### src/hdl/mpw_pkg.sv
package mpw_pkg;
  localparam int unsigned CNT_W = 16;
  localparam int unsigned ADDR_W = 8;
  // register byte offsets
  localparam logic [ADDR_W-1:0] OFS_CTRL = 8'h00;
  localparam logic [ADDR_W-1:0] OFS_PERIOD = 8'h04;
  localparam logic [ADDR_W-1:0] OFS_DUTY = 8'h08;
  localparam logic [ADDR_W-1:0] OFS_PHASE = 8'h0c;
  localparam logic [ADDR_W-1:0] OFS_STATUS = 8'h10;
  // control fields
  localparam int unsigned CTL_EN = 0;
  localparam int unsigned CTL_FORCE = 1;
  localparam int unsigned CTL_MODE_LO = 2;
  localparam int unsigned CTL_PRE_LO = 4;
  localparam int unsigned CTL_OFS_EN = 6;
  localparam int unsigned CTL_W = 7;
  localparam logic [CTL_W-1:0] CTL_RESET = 7'h00;
  localparam logic [CNT_W-1:0] CNT_RESET = 16'h0000;
  localparam logic [CNT_W-1:0] CNT_ONE = 16'h0001;
  // status fields
  localparam int unsigned ST_OUT = 16;
  localparam int unsigned ST_DOWN = 17;
  // prescaler
  localparam int unsigned PRE_W = 6;
  localparam logic [PRE_W-1:0] PRE_DIV1 = 6'h00;
  localparam logic [PRE_W-1:0] PRE_DIV4 = 6'h03;
  localparam logic [PRE_W-1:0] PRE_DIV16 = 6'h0f;
  localparam logic [PRE_W-1:0] PRE_DIV64 = 6'h3f;
  // axi answers
  localparam logic [1:0] RESP_OKAY = 2'b00;
  localparam logic [1:0] RESP_SLVERR = 2'b10;
  typedef enum logic [1:0] {
    MPW_STANDARD = 2'b00,
    MPW_SET_MATCH = 2'b01,
    MPW_TOGGLE = 2'b10,
    MPW_CENTER = 2'b11
  } mpw_mode_t;
endpackage : mpw_pkg

### src/hdl/mpw_core.sv
// Functional notes
// RL1: two-bit mode picks standard, set on match, toggle on match or center-aligned.
// RL2: standard mode sets output when timer equals phase count.
// RL3: standard mode clears output when timer equals duty-cycle count.
// RL4: standard mode restarts timer at zero when it equals period count.
// RL5: offset match event resynchronises timer when offset mode enabled.
// RL6: standard cycle lasts period count plus one ticks.
// RL7: set-on-match mode sets output when timer equals phase count.
// RL8: set-on-match output stays high until force bit cleared or disabled.
// RL9: set-on-match ignores duty; period caps timer, no phase match above it.
// RL10: force bit write reaches output at next clock edge in set-on-match; a phase-match set in the same cycle wins over a clearing write.
// RL11: toggle mode gives 50% square wave, twice standard period, duty ignored.
// RL12: toggle mode toggles after phase-count-set number of period events.
// RL13: toggle mode ignores force bit writes.
// RL14: center mode counts up to period then down to zero, repeating.
// RL15: center mode sets output on up-count match, clears on down-count match.
// RL16: up match is period minus duty; down match is that plus one.
// RL17: center cycle lasts twice period-plus-one ticks.
// RL18: center mode ignores force bit writes.
// RL19: timer advances one per prescaled tick and holds while disabled.
//
// Design decisions made here: the AXI4-Lite register port and the register offsets.
`timescale 1ns/10ps
module mpw_core (
  // clock and reset
  input wire logic aclk,
  input wire logic aresetn,
  // axi4-lite write address
  input wire logic [mpw_pkg::ADDR_W-1:0] s_axi_awaddr,
  input wire logic s_axi_awvalid,
  output logic s_axi_awready,
  // axi4-lite write data
  input wire logic [31:0] s_axi_wdata,
  input wire logic [3:0] s_axi_wstrb,
  input wire logic s_axi_wvalid,
  output logic s_axi_wready,
  // axi4-lite write response
  output logic [1:0] s_axi_bresp,
  output logic s_axi_bvalid,
  input wire logic s_axi_bready,
  // axi4-lite read address
  input wire logic [mpw_pkg::ADDR_W-1:0] s_axi_araddr,
  input wire logic s_axi_arvalid,
  output logic s_axi_arready,
  // axi4-lite read data
  output logic [31:0] s_axi_rdata,
  output logic [1:0] s_axi_rresp,
  output logic s_axi_rvalid,
  input wire logic s_axi_rready,
  // offset-mode logic, same clock
  input wire logic offset_match,
  // waveform
  output logic pwm_out
);
  import mpw_pkg::*;

  // software-visible settings
  logic [CTL_W-1:0] unit_control_register;
  logic [CNT_W-1:0] period_count;
  logic [CNT_W-1:0] duty_cycle_count;
  logic [CNT_W-1:0] phase_count;

  // timer state
  logic [CNT_W-1:0] running_timer_value;
  logic [CNT_W-1:0] period_events;
  logic [PRE_W-1:0] pre_cnt;
  logic count_down;

  // bus capture
  logic [ADDR_W-1:0] aw_addr;
  logic aw_got;
  logic [31:0] w_data;
  logic [3:0] w_strb;
  logic w_got;
  logic wr_go;
  logic wr_hit;
  logic [31:0] rd_word;
  logic rd_hit;

  // decoded control
  logic [PRE_W-1:0] pre_max;
  logic tick;
  logic unit_on;
  mpw_mode_t mode;
  logic [CNT_W-1:0] up_match;
  logic [CNT_W-1:0] down_match;
  logic ctrl_wr;
  logic [CTL_W-1:0] next_ctrl;
  logic som_set;
  logic force_apply;

  function automatic logic [31:0] merge(input logic [31:0] old, input logic [31:0] dat,
                                        input logic [3:0] strb);
    logic [31:0] res;
    res = old;
    for (int i = 0; i < 4; i++) begin
      if (strb[i]) begin
        res[i*8 +: 8] = dat[i*8 +: 8];
      end
    end
    return res;
  endfunction : merge

  assign unit_on = unit_control_register[CTL_EN];
  assign mode = mpw_mode_t'(unit_control_register[CTL_MODE_LO +: 2]); // RL1
  assign up_match = period_count - duty_cycle_count; // RL16
  assign down_match = up_match + CNT_ONE; // RL16
  assign wr_go = aw_got & w_got & ~s_axi_bvalid;
  assign ctrl_wr = wr_go & (aw_addr == OFS_CTRL);
  assign next_ctrl = CTL_W'(merge({25'h0000000, unit_control_register}, w_data, w_strb));

  // kept outside the mode case so a write that enters set-on-match applies too
  assign som_set = (mode == MPW_SET_MATCH) && tick && (running_timer_value == phase_count) &&
                   (phase_count <= period_count); // RL7 RL9
  assign force_apply = ctrl_wr && next_ctrl[CTL_EN] &&
                       (next_ctrl[CTL_MODE_LO +: 2] == MPW_SET_MATCH); // RL10

  always_comb begin
    wr_hit = 1'b1;
    unique case (aw_addr)
      OFS_CTRL, OFS_PERIOD, OFS_DUTY, OFS_PHASE: wr_hit = 1'b1;
      // status is read-only, so writes to it answer slverr
      default: wr_hit = 1'b0;
    endcase
  end

  always_comb begin
    rd_word = 32'h00000000;
    rd_hit = 1'b1;
    unique case (s_axi_araddr)
      OFS_CTRL: rd_word[CTL_W-1:0] = unit_control_register;
      OFS_PERIOD: rd_word[CNT_W-1:0] = period_count;
      OFS_DUTY: rd_word[CNT_W-1:0] = duty_cycle_count;
      OFS_PHASE: rd_word[CNT_W-1:0] = phase_count;
      OFS_STATUS: begin
        rd_word[CNT_W-1:0] = running_timer_value;
        rd_word[ST_OUT] = pwm_out;
        rd_word[ST_DOWN] = count_down;
      end
      default: rd_hit = 1'b0;
    endcase
  end

  // write address and data taken in either order
  always_ff @(posedge aclk) begin
    if (!aresetn) begin
      aw_got <= 1'b0;
      aw_addr <= '0;
      s_axi_awready <= 1'b0;
    end else if (s_axi_awvalid && s_axi_awready) begin
      aw_got <= 1'b1;
      aw_addr <= s_axi_awaddr;
      s_axi_awready <= 1'b0;
    end else if (wr_go) begin
      aw_got <= 1'b0;
    end else if (!aw_got && !s_axi_bvalid) begin
      s_axi_awready <= 1'b1;
    end
  end

  always_ff @(posedge aclk) begin
    if (!aresetn) begin
      w_got <= 1'b0;
      w_data <= '0;
      w_strb <= '0;
      s_axi_wready <= 1'b0;
    end else if (s_axi_wvalid && s_axi_wready) begin
      w_got <= 1'b1;
      w_data <= s_axi_wdata;
      w_strb <= s_axi_wstrb;
      s_axi_wready <= 1'b0;
    end else if (wr_go) begin
      w_got <= 1'b0;
    end else if (!w_got && !s_axi_bvalid) begin
      s_axi_wready <= 1'b1;
    end
  end

  always_ff @(posedge aclk) begin
    if (!aresetn) begin
      s_axi_bvalid <= 1'b0;
      s_axi_bresp <= RESP_OKAY;
    end else if (wr_go) begin
      s_axi_bvalid <= 1'b1;
      s_axi_bresp <= wr_hit ? RESP_OKAY : RESP_SLVERR;
    end else if (s_axi_bready) begin
      // bready may lead bvalid; the answer drops only once it stood
      s_axi_bvalid <= 1'b0;
    end
  end

  // read: one outstanding, arready drops until rdata is taken
  always_ff @(posedge aclk) begin
    if (!aresetn) begin
      s_axi_arready <= 1'b0;
      s_axi_rvalid <= 1'b0;
      s_axi_rdata <= '0;
      s_axi_rresp <= RESP_OKAY;
    end else if (s_axi_arvalid && s_axi_arready) begin
      s_axi_arready <= 1'b0;
      s_axi_rvalid <= 1'b1;
      s_axi_rdata <= rd_word;
      s_axi_rresp <= rd_hit ? RESP_OKAY : RESP_SLVERR;
    end else if (s_axi_rvalid) begin
      s_axi_rvalid <= ~s_axi_rready;
    end else begin
      s_axi_arready <= 1'b1;
    end
  end

  // configuration registers
  always_ff @(posedge aclk) begin
    if (!aresetn) begin
      unit_control_register <= CTL_RESET;
    end else if (ctrl_wr) begin
      unit_control_register <= next_ctrl;
    end
  end

  always_ff @(posedge aclk) begin
    if (!aresetn) begin
      period_count <= CNT_RESET;
      duty_cycle_count <= CNT_RESET;
      phase_count <= CNT_RESET;
    end else if (wr_go) begin
      if (aw_addr == OFS_PERIOD) begin
        period_count <= CNT_W'(merge({16'h0000, period_count}, w_data, w_strb));
      end
      if (aw_addr == OFS_DUTY) begin
        duty_cycle_count <= CNT_W'(merge({16'h0000, duty_cycle_count}, w_data, w_strb));
      end
      if (aw_addr == OFS_PHASE) begin
        phase_count <= CNT_W'(merge({16'h0000, phase_count}, w_data, w_strb));
      end
    end
  end

  // prescaler: 1, 4, 16 or 64 module clocks per tick
  always_comb begin
    unique case (unit_control_register[CTL_PRE_LO +: 2])
      2'b00: pre_max = PRE_DIV1;
      2'b01: pre_max = PRE_DIV4;
      2'b10: pre_max = PRE_DIV16;
      2'b11: pre_max = PRE_DIV64;
    endcase
  end

  assign tick = unit_on && (pre_cnt >= pre_max);

  always_ff @(posedge aclk) begin
    // cleared while off so the first tick after enable is a full one
    if (!aresetn || !unit_on || tick) begin
      pre_cnt <= '0;
    end else begin
      pre_cnt <= pre_cnt + 6'h01;
    end
  end

  // running timer; center mode dwells one tick at each end
  always_ff @(posedge aclk) begin
    if (!aresetn) begin
      running_timer_value <= CNT_RESET;
      count_down <= 1'b0;
    end else if (unit_on && unit_control_register[CTL_OFS_EN] && offset_match) begin
      // offset wins over tick: a resync starts a clean cycle
      running_timer_value <= CNT_RESET; // RL5
      count_down <= 1'b0;
    end else if (tick) begin // RL19
      if (mode == MPW_CENTER) begin
        if (!count_down) begin // RL14
          if (running_timer_value >= period_count) begin
            count_down <= 1'b1; // RL17
          end else begin
            running_timer_value <= running_timer_value + CNT_ONE;
          end
        end else if (running_timer_value == CNT_RESET) begin
          count_down <= 1'b0; // RL17
        end else begin
          running_timer_value <= running_timer_value - CNT_ONE; // RL14
        end
      end else if (running_timer_value >= period_count) begin
        running_timer_value <= CNT_RESET; // RL4 RL6 RL9
        count_down <= 1'b0;
      end else begin
        running_timer_value <= running_timer_value + CNT_ONE; // RL19
        count_down <= 1'b0;
      end
    end
  end

  // period events for toggle mode
  always_ff @(posedge aclk) begin
    if (!aresetn || !unit_on || mode != MPW_TOGGLE) begin
      period_events <= CNT_RESET;
    end else if (tick && running_timer_value >= period_count) begin
      if (period_events >= phase_count) begin
        period_events <= CNT_RESET; // RL12
      end else begin
        period_events <= period_events + CNT_ONE; // RL12
      end
    end
  end

  // output; duty clear wins over phase set when both match
  always_ff @(posedge aclk) begin
    if (!aresetn) begin
      pwm_out <= 1'b0;
    end else if (som_set) begin
      // hardware set wins over a clearing write in the same cycle
      pwm_out <= 1'b1; // RL7 RL9
    end else if (force_apply) begin
      pwm_out <= next_ctrl[CTL_FORCE]; // RL10 RL8
    end else if (!unit_on) begin
      pwm_out <= 1'b0; // RL8
    end else begin
      unique case (mode)
        MPW_STANDARD: begin
          if (tick && running_timer_value == duty_cycle_count) begin
            pwm_out <= 1'b0; // RL3
          end else if (tick && running_timer_value == phase_count) begin
            pwm_out <= 1'b1; // RL2
          end
        end
        MPW_SET_MATCH: begin
          // level holds between set and force events
        end
        MPW_TOGGLE: begin
          // force bit not looked at here
          if (tick && running_timer_value >= period_count &&
              period_events >= phase_count) begin
            pwm_out <= ~pwm_out; // RL11 RL12 RL13
          end
        end
        MPW_CENTER: begin
          if (tick && !count_down && running_timer_value == up_match) begin
            pwm_out <= 1'b1; // RL15 RL18
          end else if (tick && count_down && running_timer_value == down_match) begin
            pwm_out <= 1'b0; // RL15
          end
        end
      endcase
    end
  end
endmodule : mpw_core

### config.mk
export PLATFORM = sky130hd
export DESIGN_NAME = mpw_core
export DESIGN_NICKNAME = d
export VERILOG_FILES = /design/src/hdl/mpw_pkg.sv /design/src/hdl/mpw_core.sv
export SDC_FILE = /design/constraint.sdc
export NUM_CORES = 1
export LEC_CHECK = 0
export BUFFER_PORTS_ARGS = -buffer_cell sky130_fd_sc_hd__clkbuf_2
export CORE_ASPECT_RATIO = 0.6
export CORE_MARGIN = 8
export CORE_UTILIZATION = 35
export CTS_CLUSTER_SIZE = 16
export DETAILED_ROUTE_END_ITERATION = 8
export HOLD_SLACK_MARGIN = 0.08
export MAX_ROUTING_LAYER = met4
export PLACE_DENSITY_LB_ADDON = 0.25
export SYNTH_ARGS = -nofsm -noshare
export SYNTH_HDL_FRONTEND = slang
export SYNTH_SLANG_ARGS = --single-unit
### constraint.sdc
create_clock -name aclk -period 4.85 [get_ports aclk]
set_input_delay 0.485 -clock aclk [delete_from_list [all_inputs] [get_ports aclk]]
set_output_delay 0.485 -clock aclk [all_outputs]
set_load 0.1 [all_outputs]
==> results of run 1 <==
cells by family after synthesis:
logic type | share of synthesized area
fa+ha+maj | 0.0951
xor+xnor | 0.0891
mux | 0.0281
buf+inv | 0.0704
simple gates | 0.238
other cells | 0.000372
flops | 0.294
compound gates | 0.184
power breakdown:
part | total (W) | switching (W) | internal (W)
sequential | 0.00126 | 0.0000244 | 0.00124
clock | 0.00134 | 0.000590 | 0.000751
combinational | 0.000226 | 0.000186 | 0.0000398
total | 0.00283 | 0.000800 | 0.00203
sequential cells by signal (all words and copies together), names as in the netlist, 2 cells and up:
signal	count
w_strb	2
pre_cnt	6
unit_control_register	7
period_events	16
w_data	16
period_count	16
s_axi_rdata	18
running_timer_value	16
aw_addr	8
duty_cycle_count	16
phase_count	16
metrics by stage:
step | cells | total power, W
after floorplan | 1332 | 0.00147
after global placement | 1706 | 0.00151
after detailed placement | 1706 | 0.00151
after CTS | 1738 | 0.00286
after global routing | 1739 | 0.00292
final | 1739 | 0.00283
Yosys cell counts (all sizes together) (28+ instances only):
cell type	n	area share
nand2	197	0.073
dfxtp	148	0.29
a21oi	136	0.068
nor2	123	0.047
inv	76	0.028
ha	75	0.093
xnor2	68	0.060
o21ai	54	0.027
clkbuf	53	0.020
nand3	40	0.022
buf	31	0.021
xor2	31	0.027
nor3	30	0.015
nand4	28	0.019
cells in the final DEF, fill, tap and decap left out, types with 11 or more instances in the layout:
cell | netlist | final
xor2_1 | 31 | 31
or3_1 | 12 | 12
nand2b_1 | 13 | 13
nor3_1 | 30 | 30
xnor2_1 | 67 | 67
ha_1 | 75 | 75
clkbuf_16 | 0 | 17
a21oi_1 | 135 | 135
nand2_1 | 197 | 197
dfxtp_1 | 148 | 148
o211ai_1 | 11 | 11
nor2_1 | 121 | 121
o21ai_0 | 50 | 49
nand3_1 | 38 | 38
a21o_1 | 17 | 17
buf_4 | 20 | 16
inv_1 | 75 | 75
conb_1 | 1 | 16
clkbuf_2 | 0 | 67
mux2i_1 | 26 | 26
nand4_1 | 27 | 27
critical path: cells and delay by family (launching register included):
family,cells,cell delay [ns]
compound gates,6,1.39
simple gates,4,0.69
flops,1,0.43
xor+xnor,1,0.53
buf+inv,1,0.07
fa+ha+maj,2,0.68
layout make-up:
| cell class | count | share of cell area |
|---|---|---|
| Tap cell | 375 | 0.0417 |
| Multi-Input combinational cell | 1023 | 0.575 |
| Clock buffer | 19 | 0.0403 |
| Inverter | 76 | 0.0254 |
| Timing Repair Buffer | 84 | 0.0423 |
| Antenna cell | 1 | 0.000222 |
| Clock inverter | 13 | 0.0121 |
| Sequential cell | 148 | 0.263 |
layer usage:
metal	global-route usage	routed length, um	vias up
met5	-	0	-
met4	0.0567	601	0
met3	0.0489	2690	40
met2	0.236	11900	361
met1	0.288	17200	4427
li1	-	-	4626
worst max path at each step:
stage                                            start                    to  slack (ns)
after global routing      period_count[0]$_SDFFE_PN0P_  pwm_out$_SDFFE_PN0P_        0.74
final                     period_count[0]$_SDFFE_PN0P_  pwm_out$_SDFFE_PN0P_        0.98
after detailed placement  period_count[0]$_SDFFE_PN0P_  pwm_out$_SDFFE_PN0P_        1.09
after global placement    period_count[0]$_SDFFE_PN0P_  pwm_out$_SDFFE_PN0P_        1.14
after CTS                 period_count[0]$_SDFFE_PN0P_  pwm_out$_SDFFE_PN0P_        1.06
after floorplan           period_count[0]$_SDFFE_PN0P_  pwm_out$_SDFFE_PN0P_        1.62
==> impl_metrics.toml, run 1 <==
[outcome]
run_status = "complete, no violations"

[floorplanning]
initial_core_util = 0.353
die_h_um = 147
core_area_um2 = 28500
row_count = 48
dieArea_um2 = 34600
io_pins = 102
die_w_um = 235

[timing]
slew_headroom = 0.129
whs_ns = 0.253
rsz0062_at_grt = "no"
setup_ws_ns = 0.976
setup_viol = 0
period_minus_slack_ns = 3.87
finalHoldViolCount = 0
max_freq_ghz = 0.258
maxSlewViolCount = 0
post-route-period-util = 0.799
worst_pin_slew_ns = 1.30
tns_ns = 0
finalClockSkew_ns = 0.0102

[clock_tree]
cts_root_buf = "clkbuf_16"
insertion_delay_ns = 0.45
clockBufferDepth = 2
cts_resized = 0
clock-sinks = 148
cts_hold_buf = 0
htreeDepth = 4
postCtsSetupBuffers = 0
cts_tree = "done"
cts.clk_slew.worst_paths_ns = 0.07
cts_made_buffers = 17

[critical_path]
startpoint_type = "register"
ff2ff_setup_slack_ns = 0.98
crit_path_top_delay_cell = "xor2_1"
r2r_end = "pwm_out$_SDFFE_PN0P_"
r2r_cells = 14
arrival_ns = 4.25
reg2reg_from = "period_count[0]$_SDFFE_PN0P_"
end_kind = "register"
path_max_fanout = 7
criticalPathCategory = "reg2reg"
critPathMaxStageDelay_ns = 0.53
cp.required_ns = 5.22
path_cells = "inv_1 -> ha_1 -> fa_1 -> nand2b_1 -> a21o_1 -> a21oi_1 -> xor2_1 -> nand3_1 -> o2111a_1 -> a311oi_1 -> nand2_1 -> and4_1 -> a31o_1 -> a22oi_2"

[detailed_routing]
drc = 0
drtAntennaViolNets = 0
drt-wirelength-per-cell_um = 18.6
routed-via-count = 9454
dr.pass1.iters = 6
drt-initial-drc-count = 947
wirelength_mm = 32.4
vias_per_cell = 5.44

[cells_and_area]
fillers = 3008
nets = 1486
area_growth_syn_to_layout_pct = 11.7
finalCoreUtilization = 0.394
seq_area_um2 = 2960
drive_above_1_share = 0.104
fin_area_um2 = 11200
multi_input_area_um2 = 6460

[logic_synthesis]
synth_area_um2 = 10100
yosysUniqueCellTypes = 88
async_flop_share = 0
yosys_warnings = 0
netlist_instances = 1317
synth_edf_count = 0
synth_ff_type = "dfxtp_1"
seq_area_frac_synth = 0.294
syn_avg_cell_area_um2 = 7.65
ys_ff_latch = 148

[place]
pre_cts_ws_ns = 1.09
place_area_um2 = 10700
port_buffers = 67
dp_hpwl_mm = 25.1
place_congestion = 0.936

[power_and_ir_drop]
power_leakage_nw = 4.26
pwr_density_cell_nw_per_um2 = 251
ir_worst_vdd_mv = 0.212

[global_routing]
grt_pass1_vias = 8562
track_usage = 0.190
grt_max_degree = 45
grt_pass1_wl_mm = 50.6
grt_overflow = 0
antenna_found_initial = 1

[hold_path]
hold_path_depth = 3
worst_hold_path_type = "in2reg"
hp-start = "s_axi_wdata[6]"
min_to = "w_data[6]$_SDFFE_PN0P_"

[job]
maxCapViolCount = 0
No activity file was read; power rests on OpenSTA's default activity.
==> inputs of run 2 (changes only) <==
--- a/config.mk
+++ b/config.mk
@@ -5,6 +5,7 @@
 export SDC_FILE = /design/constraint.sdc
 export NUM_CORES = 1
 export LEC_CHECK = 0
+export ABC_AREA = 1
 export BUFFER_PORTS_ARGS = -buffer_cell sky130_fd_sc_hd__clkbuf_2
 export CORE_ASPECT_RATIO = 0.6
 export CORE_MARGIN = 8
==> constraint.sdc (replaced) <==
create_clock -name aclk -period 3.48 [get_ports aclk]
set_input_delay 0.348 -clock aclk [delete_from_list [all_inputs] [get_ports aclk]]
set_output_delay 0.348 -clock aclk [all_outputs]
set_load 0.1 [all_outputs]
==> impl_metrics.toml, run 2 <==
[outcome]
run_status = "complete, no violations"

[detailed_routing]
routed.top_layer = "met4"
met3_length_mm = 3.29
drtAntennaViolNets = 0
dr_wl_met2_mm = 13.5
routed-via-count = 10700
drc = 0
drt-initial-drc-count = 1201
wirelength_mm = 36.1
drt-wirelength-per-cell_um = 18.1
dr.pass1.iters = 6
met1Wirelength_mm = 18.8
vias_per_cell = 5.37

[power_and_ir_drop]
ir_worst_vdd_mv = 0.254
power_leakage_nw = 5.07
pwr_density_cell_nw_per_um2 = 342

[place]
pre_cts_ws_ns = 0.267
place_congestion = 0.972
dp_hpwl_mm = 29.3
port_buffers = 67

[cells_and_area]
nets = 1740
final_common_cell = "nand2_1"
n_antenna_cell = 0
area_growth_syn_to_layout_pct = 13.7
largest_reg_flops = 18
mostFrequentLayoutCells = "277 x nand2_1, 209 x inv_1, 155 x nor2_1, 147 x o21ai_0, 147 x dfxtp_1"
top_register = "s_axi_rdata"
drive_above_1_share = 0.112

[timing]
finalHoldViolCount = 0
maxSlewViolCount = 0
period_minus_slack_ns = 3.22
worst_pin_slew_ns = 0.859
setup_ws_ns = 0.263
finalClockSkew_ns = 0.0111
post-route-period-util = 0.924
slew_headroom = 0.425
tns_ns = 0
max_freq_ghz = 0.311
setup_viol = 0
rsz0062_at_grt = "no"

[critical_path]
cp.required_ns = 3.79
path_cells = "inv_1 -> ha_1 -> nand2_1 -> nor2_1 -> nand3_1 -> nand3_1 -> nand2_1 -> nand2_1 -> nand3_1 -> nor2_4 -> nand2_1 -> nand2_1 -> nand2_1 -> nor2_1 -> nand3_1 -> nand2_1 -> nand2_1 -> nand2_1 -> nand2_1 -> nand2_1 -> a21oi_2"
path_max_fanout = 5
criticalPathCategory = "reg2reg"
path_common_cell = "nand2_1"
arrival_ns = 3.53
ff2ff_setup_slack_ns = 0.26
critPathMaxStageDelay_ns = 0.48
end_kind = "register"
startpoint_type = "register"
crit_path_top_delay_cell = "ha_1"

[logic_synthesis]
seq_area_frac_synth = 0.292
synth_top_area_frac = 0.292
synth_edf_count = 0
synth_ff_type = "dfxtp_1"
yosysTopAreaCell = "dfxtp_1"
synth_most_common_cell = "nand2_1"
syn_avg_cell_area_um2 = 6.63
yosysUniqueCellTypes = 51
netlist_instances = 1528
synth_area_um2 = 10100
synthTopCellsByCount = "277 x nand2_1, 209 x inv_1, 158 x nor2_1"
yosys_warnings = 0
ys_ff_latch = 148
synth_area_leaders = "dfxtp_1 29%, nand2_1 10%, ha_1 9.3%"
async_flop_share = 0

[floorplanning]
initial_core_util = 0.354
row_count = 48
die_h_um = 148
io_pins = 102
die_w_um = 236
core_area_um2 = 28600
dieArea_um2 = 34800

[global_routing]
antenna_found_initial = 0
grt_max_degree = 42
grt_pass1_vias = 9781
grt_overflow = 0
grt_pass1_wl_mm = 55.8
track_usage = 0.208

[job]
maxCapViolCount = 0

[clock_tree]
postCtsSetupBuffers = 0
cts_made_buffers = 17
cts_tree = "done"
clock-sinks = 148
clockBufferDepth = 2
cts_root_buf = "clkbuf_16"
cts.clk_slew.worst_paths_ns = 0.07
htreeDepth = 4
insertion_delay_ns = 0.44

[hold_path]
worst_hold_path_type = "in2reg"
==> run 2: what timing repair did <==
| action | CTS | global route |
|---|---|---|
| hold buffers | 0 | 0 |
| endpoints found under the setup margin | 0 | 1 |
| gates resized for setup | 0 | 4 |
==> run 2: area by class of cell <==
class                   count  area [um2]
flip-flops and latches    148        2960
repair buffers            101         591
multi-input cells        1120        6130
clock buffers              17         425
inverters                 216         811
well taps                 375         469
clock inverters            14         129
fillers                  3003       17100
==> run 2: worst paths after layout <==
| check | end | from | cells after the start |
|---|---|---|---|
| setup / recovery | pwm_out$_SDFFE_PN0P_ | duty_cycle_count[8]$_SDFFE_PN0P_ | 21 |
| hold / removal | s_axi_rvalid$_SDFF_PN0_ | s_axi_rready | 4 |
| setup reg to reg | pwm_out$_SDFFE_PN0P_ | duty_cycle_count[8]$_SDFFE_PN0P_ | 21 |
| hold reg to reg | s_axi_rdata[14]$_SDFFE_PN0P_ | s_axi_rdata[14]$_SDFFE_PN0P_ | 2 |
==> run 2: through the flow <==
step                       util  instances  hold slack [ns]  total power [W]  cell area (um2)
after floorplan               -       1543            0.441          0.00210            10200
after global placement    0.383       1960            0.456          0.00218            11000
after detailed placement  0.383       1960            0.460          0.00219            11000
after CTS                 0.403       1991            0.150          0.00395            11500
after global routing      0.403       1991            0.155          0.00406            11500
final                     0.403       1991            0.159          0.00394            11500
==> run 2: worst max-delay path, delay by kind of cell, from the launching register on <==
family          cells  cell delay (ns)
flops               1             0.39
simple gates       18             2.03
buf+inv             1             0.13
compound gates      1             0.05
fa+ha+maj           1             0.48
==> run 2: metal layers <==
metal | up-vias | GRT usage
li1 | 5193 | -
met1 | 4995 | 0.322
met2 | 467 | 0.268
met3 | 28 | 0.0385
met4 | 0 | 0.0437
met5 | - | -
==> run 2: kinds of logic (layout without fill, tap and decap cells) <==
logic type               Yosys count  after routing  share of synthesized area
other                              1             16                   0.000370
buffers and inverters            275            348                      0.109
flip-flops                       148            148                      0.292
adder cells (fa/ha/maj)           76             76                     0.0946
AO/OA/AOI/OAI                    352            352                      0.188
XOR/XNOR                          44             44                     0.0380
AND/OR/NAND/NOR                  632            632                      0.278
==> run 2: power breakdown <==
| part | switching [W] | internal (W) |
|---|---|---|
| Sequential | 0.0000331 | 0.00173 |
| Clock | 0.000801 | 0.000986 |
| Combinational | 0.000308 | 0.0000844 |
==> inputs of run 3 (changes only) <==
--- a/config.mk
+++ b/config.mk
@@ -18,3 +18,4 @@
 export SYNTH_ARGS = -nofsm -noshare
 export SYNTH_HDL_FRONTEND = slang
 export SYNTH_SLANG_ARGS = --single-unit
+export TNS_END_PERCENT = 100
==> constraint.sdc (replaced) <==
create_clock -name aclk -period 3.85 [get_ports aclk]
set_input_delay 0.385 -clock aclk [delete_from_list [all_inputs] [get_ports aclk]]
set_output_delay 0.385 -clock aclk [all_outputs]
set_load 0.1 [all_outputs]
==> impl_metrics.toml, run 3 (synthesis gave the netlist of run 2 again) <==
[clock_tree]
cts_resized = 0
cts_tree = "done"
cts_root_buf = "clkbuf_16"
postCtsSetupBuffers = 0
insertion_delay_ns = 0.44
cts_made_buffers = 17
htreeDepth = 4
cts.clk_slew.worst_paths_ns = 0.07
clockBufferDepth = 2
clock-sinks = 148
cts_hold_buf = 0

[floorplanning]
die_w_um = 236
initial_core_util = 0.354
die_h_um = 148
row_count = 48
dieArea_um2 = 34800
io_pins = 102
core_area_um2 = 28600

[place]
port_buffers = 67
place_congestion = 0.937
dp_hpwl_mm = 29.0

[cells_and_area]
n_antenna_cell = 0
drive_above_1_share = 0.105
mostFrequentLayoutCells = "277 x nand2_1, 209 x inv_1, 158 x nor2_1, 148 x dfxtp_1, 147 x o21ai_0"
area_growth_syn_to_layout_pct = 13.5
largest_reg_flops = 18
seq_area_um2 = 2960
final_common_cell = "nand2_1"
top_register = "s_axi_rdata"
multi_input_area_um2 = 6130
nets = 1730
fillers = 3033

[global_routing]
grt_pass1_wl_mm = 56.0
track_usage = 0.209
antenna_found_initial = 0
grt_overflow = 0
grt_pass1_vias = 9714
grt_max_degree = 51

[outcome]
run_status = "complete, no violations"

[critical_path]
criticalPathCategory = "reg2reg"
arrival_ns = 3.62
startpoint_type = "register"
path_max_fanout = 3
path_buf_inv = 3
path_cells = "inv_1 -> ha_1 -> fa_1 -> inv_1 -> ha_1 -> inv_1 -> nand2_1 -> nand3_1 -> nor2_1 -> nand2_1 -> nor2_1 -> nand3_1 -> nor2_1 -> nand3_1 -> nor2_1 -> nand2_1 -> nor2_2 -> nand3_1 -> nand2_1 -> nand2_1 -> nand2_1 -> nand2_1 -> nand2_1 -> a21oi_2"
cp.required_ns = 4.15
critPathMaxStageDelay_ns = 0.54
path_delay_family = "simple AND/OR/NAND/NOR gates"
end_kind = "register"
path_common_cell = "nand2_1"
crit_path_top_delay_cell = "fa_1"

[timing]
slew_headroom = 0.340
rsz0062_at_grt = "no"
finalClockSkew_ns = 0.00907
tns_ns = 0
setup_viol = 0
finalHoldViolCount = 0
whs_ns = 0.191
worst_pin_slew_ns = 0.988
period_minus_slack_ns = 3.32
maxSlewViolCount = 0
post-route-period-util = 0.862
max_freq_ghz = 0.301

[hold_path]
worst_hold_path_type = "in2reg"

[detailed_routing]
routed-via-count = 10500
drt-wirelength-per-cell_um = 18.1
dr.pass1.iters = 5
wirelength_mm = 35.9
drc = 0
drtAntennaViolNets = 0
vias_per_cell = 5.31
drt-initial-drc-count = 1277

[power_and_ir_drop]
ir_worst_vdd_mv = 0.274
pwr_density_cell_nw_per_um2 = 324
power_leakage_nw = 5.05

[job]
maxCapViolCount = 0
## run 3: cell types whose count changed in the layout (fill, tap and decap cells not counted), moves of 2 or more
cell,previous run,this run
clkinv_2,3,0
nor2_2,7,4
inv_8,0,3
clkbuf_8,0,2
nor2_1,155,158
buf_4,34,24
## run 3: final timing paths
kind | depth (start not counted) | slack [ns] | start | to
worst max register to register | 24 | 0.53 | period_count[0]$_SDFFE_PN0P_ | pwm_out$_SDFFE_PN0P_
worst min register to register | 2 | 0.47 | s_axi_rdata[14]$_SDFFE_PN0P_ | s_axi_rdata[14]$_SDFFE_PN0P_
worst max-delay path | 24 | 0.53 | period_count[0]$_SDFFE_PN0P_ | pwm_out$_SDFFE_PN0P_
worst min-delay path | 4 | 0.19 | s_axi_rready | s_axi_rvalid$_SDFF_PN0_
## run 3: stage by stage
stage | setup slack (ns) | utilization | instance area [um2] | std cells | total power (W)
2_1_floorplan | 1.08 | - | 10200 | 1543 | 0.00189
3_3_place_gp | 0.625 | 0.381 | 10900 | 1950 | 0.00197
3_5_place_dp | 0.634 | 0.381 | 10900 | 1950 | 0.00197
4_1_cts | 0.613 | 0.402 | 11500 | 1982 | 0.00374
5_1_grt | 0.153 | 0.402 | 11500 | 1982 | 0.00383
6_report | 0.531 | 0.402 | 11500 | 1982 | 0.00372
## run 3: layer usage
layer  global-route usage  vias up  share of wire
met4               0.0415        0          0.012
met1                0.321     4832           0.52
met5                    -        -              0
met2                0.265      473           0.36
li1                     -     5179              -
met3               0.0500       36           0.10
## run 3: final cells by class
class / instances / area share
clock inverter: 13 / 0.0140
multi-input combinational: 1120 / 0.533
sequential: 148 / 0.258
timing repair buffer: 91 / 0.0448
clock buffer: 19 / 0.0394
tap: 375 / 0.0408
inverter: 216 / 0.0705
## run 3: report_power, final
part / total [W] / internal [W] / switching [W]
Clock: 0.00178 / 0.00101 / 0.000766
Sequential: 0.00159 / 0.00156 / 0.0000295
Combinational: 0.000351 / 0.0000735 / 0.000278
Total: 0.00372 / 0.00265 / 0.00107
## run 3: worst register-to-register path: stages, from the launching register on
cell     delay (ns)
dfxtp_1        0.37
inv_1          0.10
ha_1           0.24
fa_1           0.54
inv_1          0.07
ha_1           0.29
inv_1          0.04
nand2_1        0.05
nand3_1        0.08
nor2_1         0.11
nand2_1        0.07
nor2_1         0.11
nand3_1        0.08
nor2_1         0.17
nand3_1        0.11
nor2_1         0.10
nand2_1        0.10
nor2_2         0.12
nand3_1        0.11
nand2_1        0.08
nand2_1        0.05
nand2_1        0.05
nand2_1        0.05
nand2_1        0.06
a21oi_2        0.05
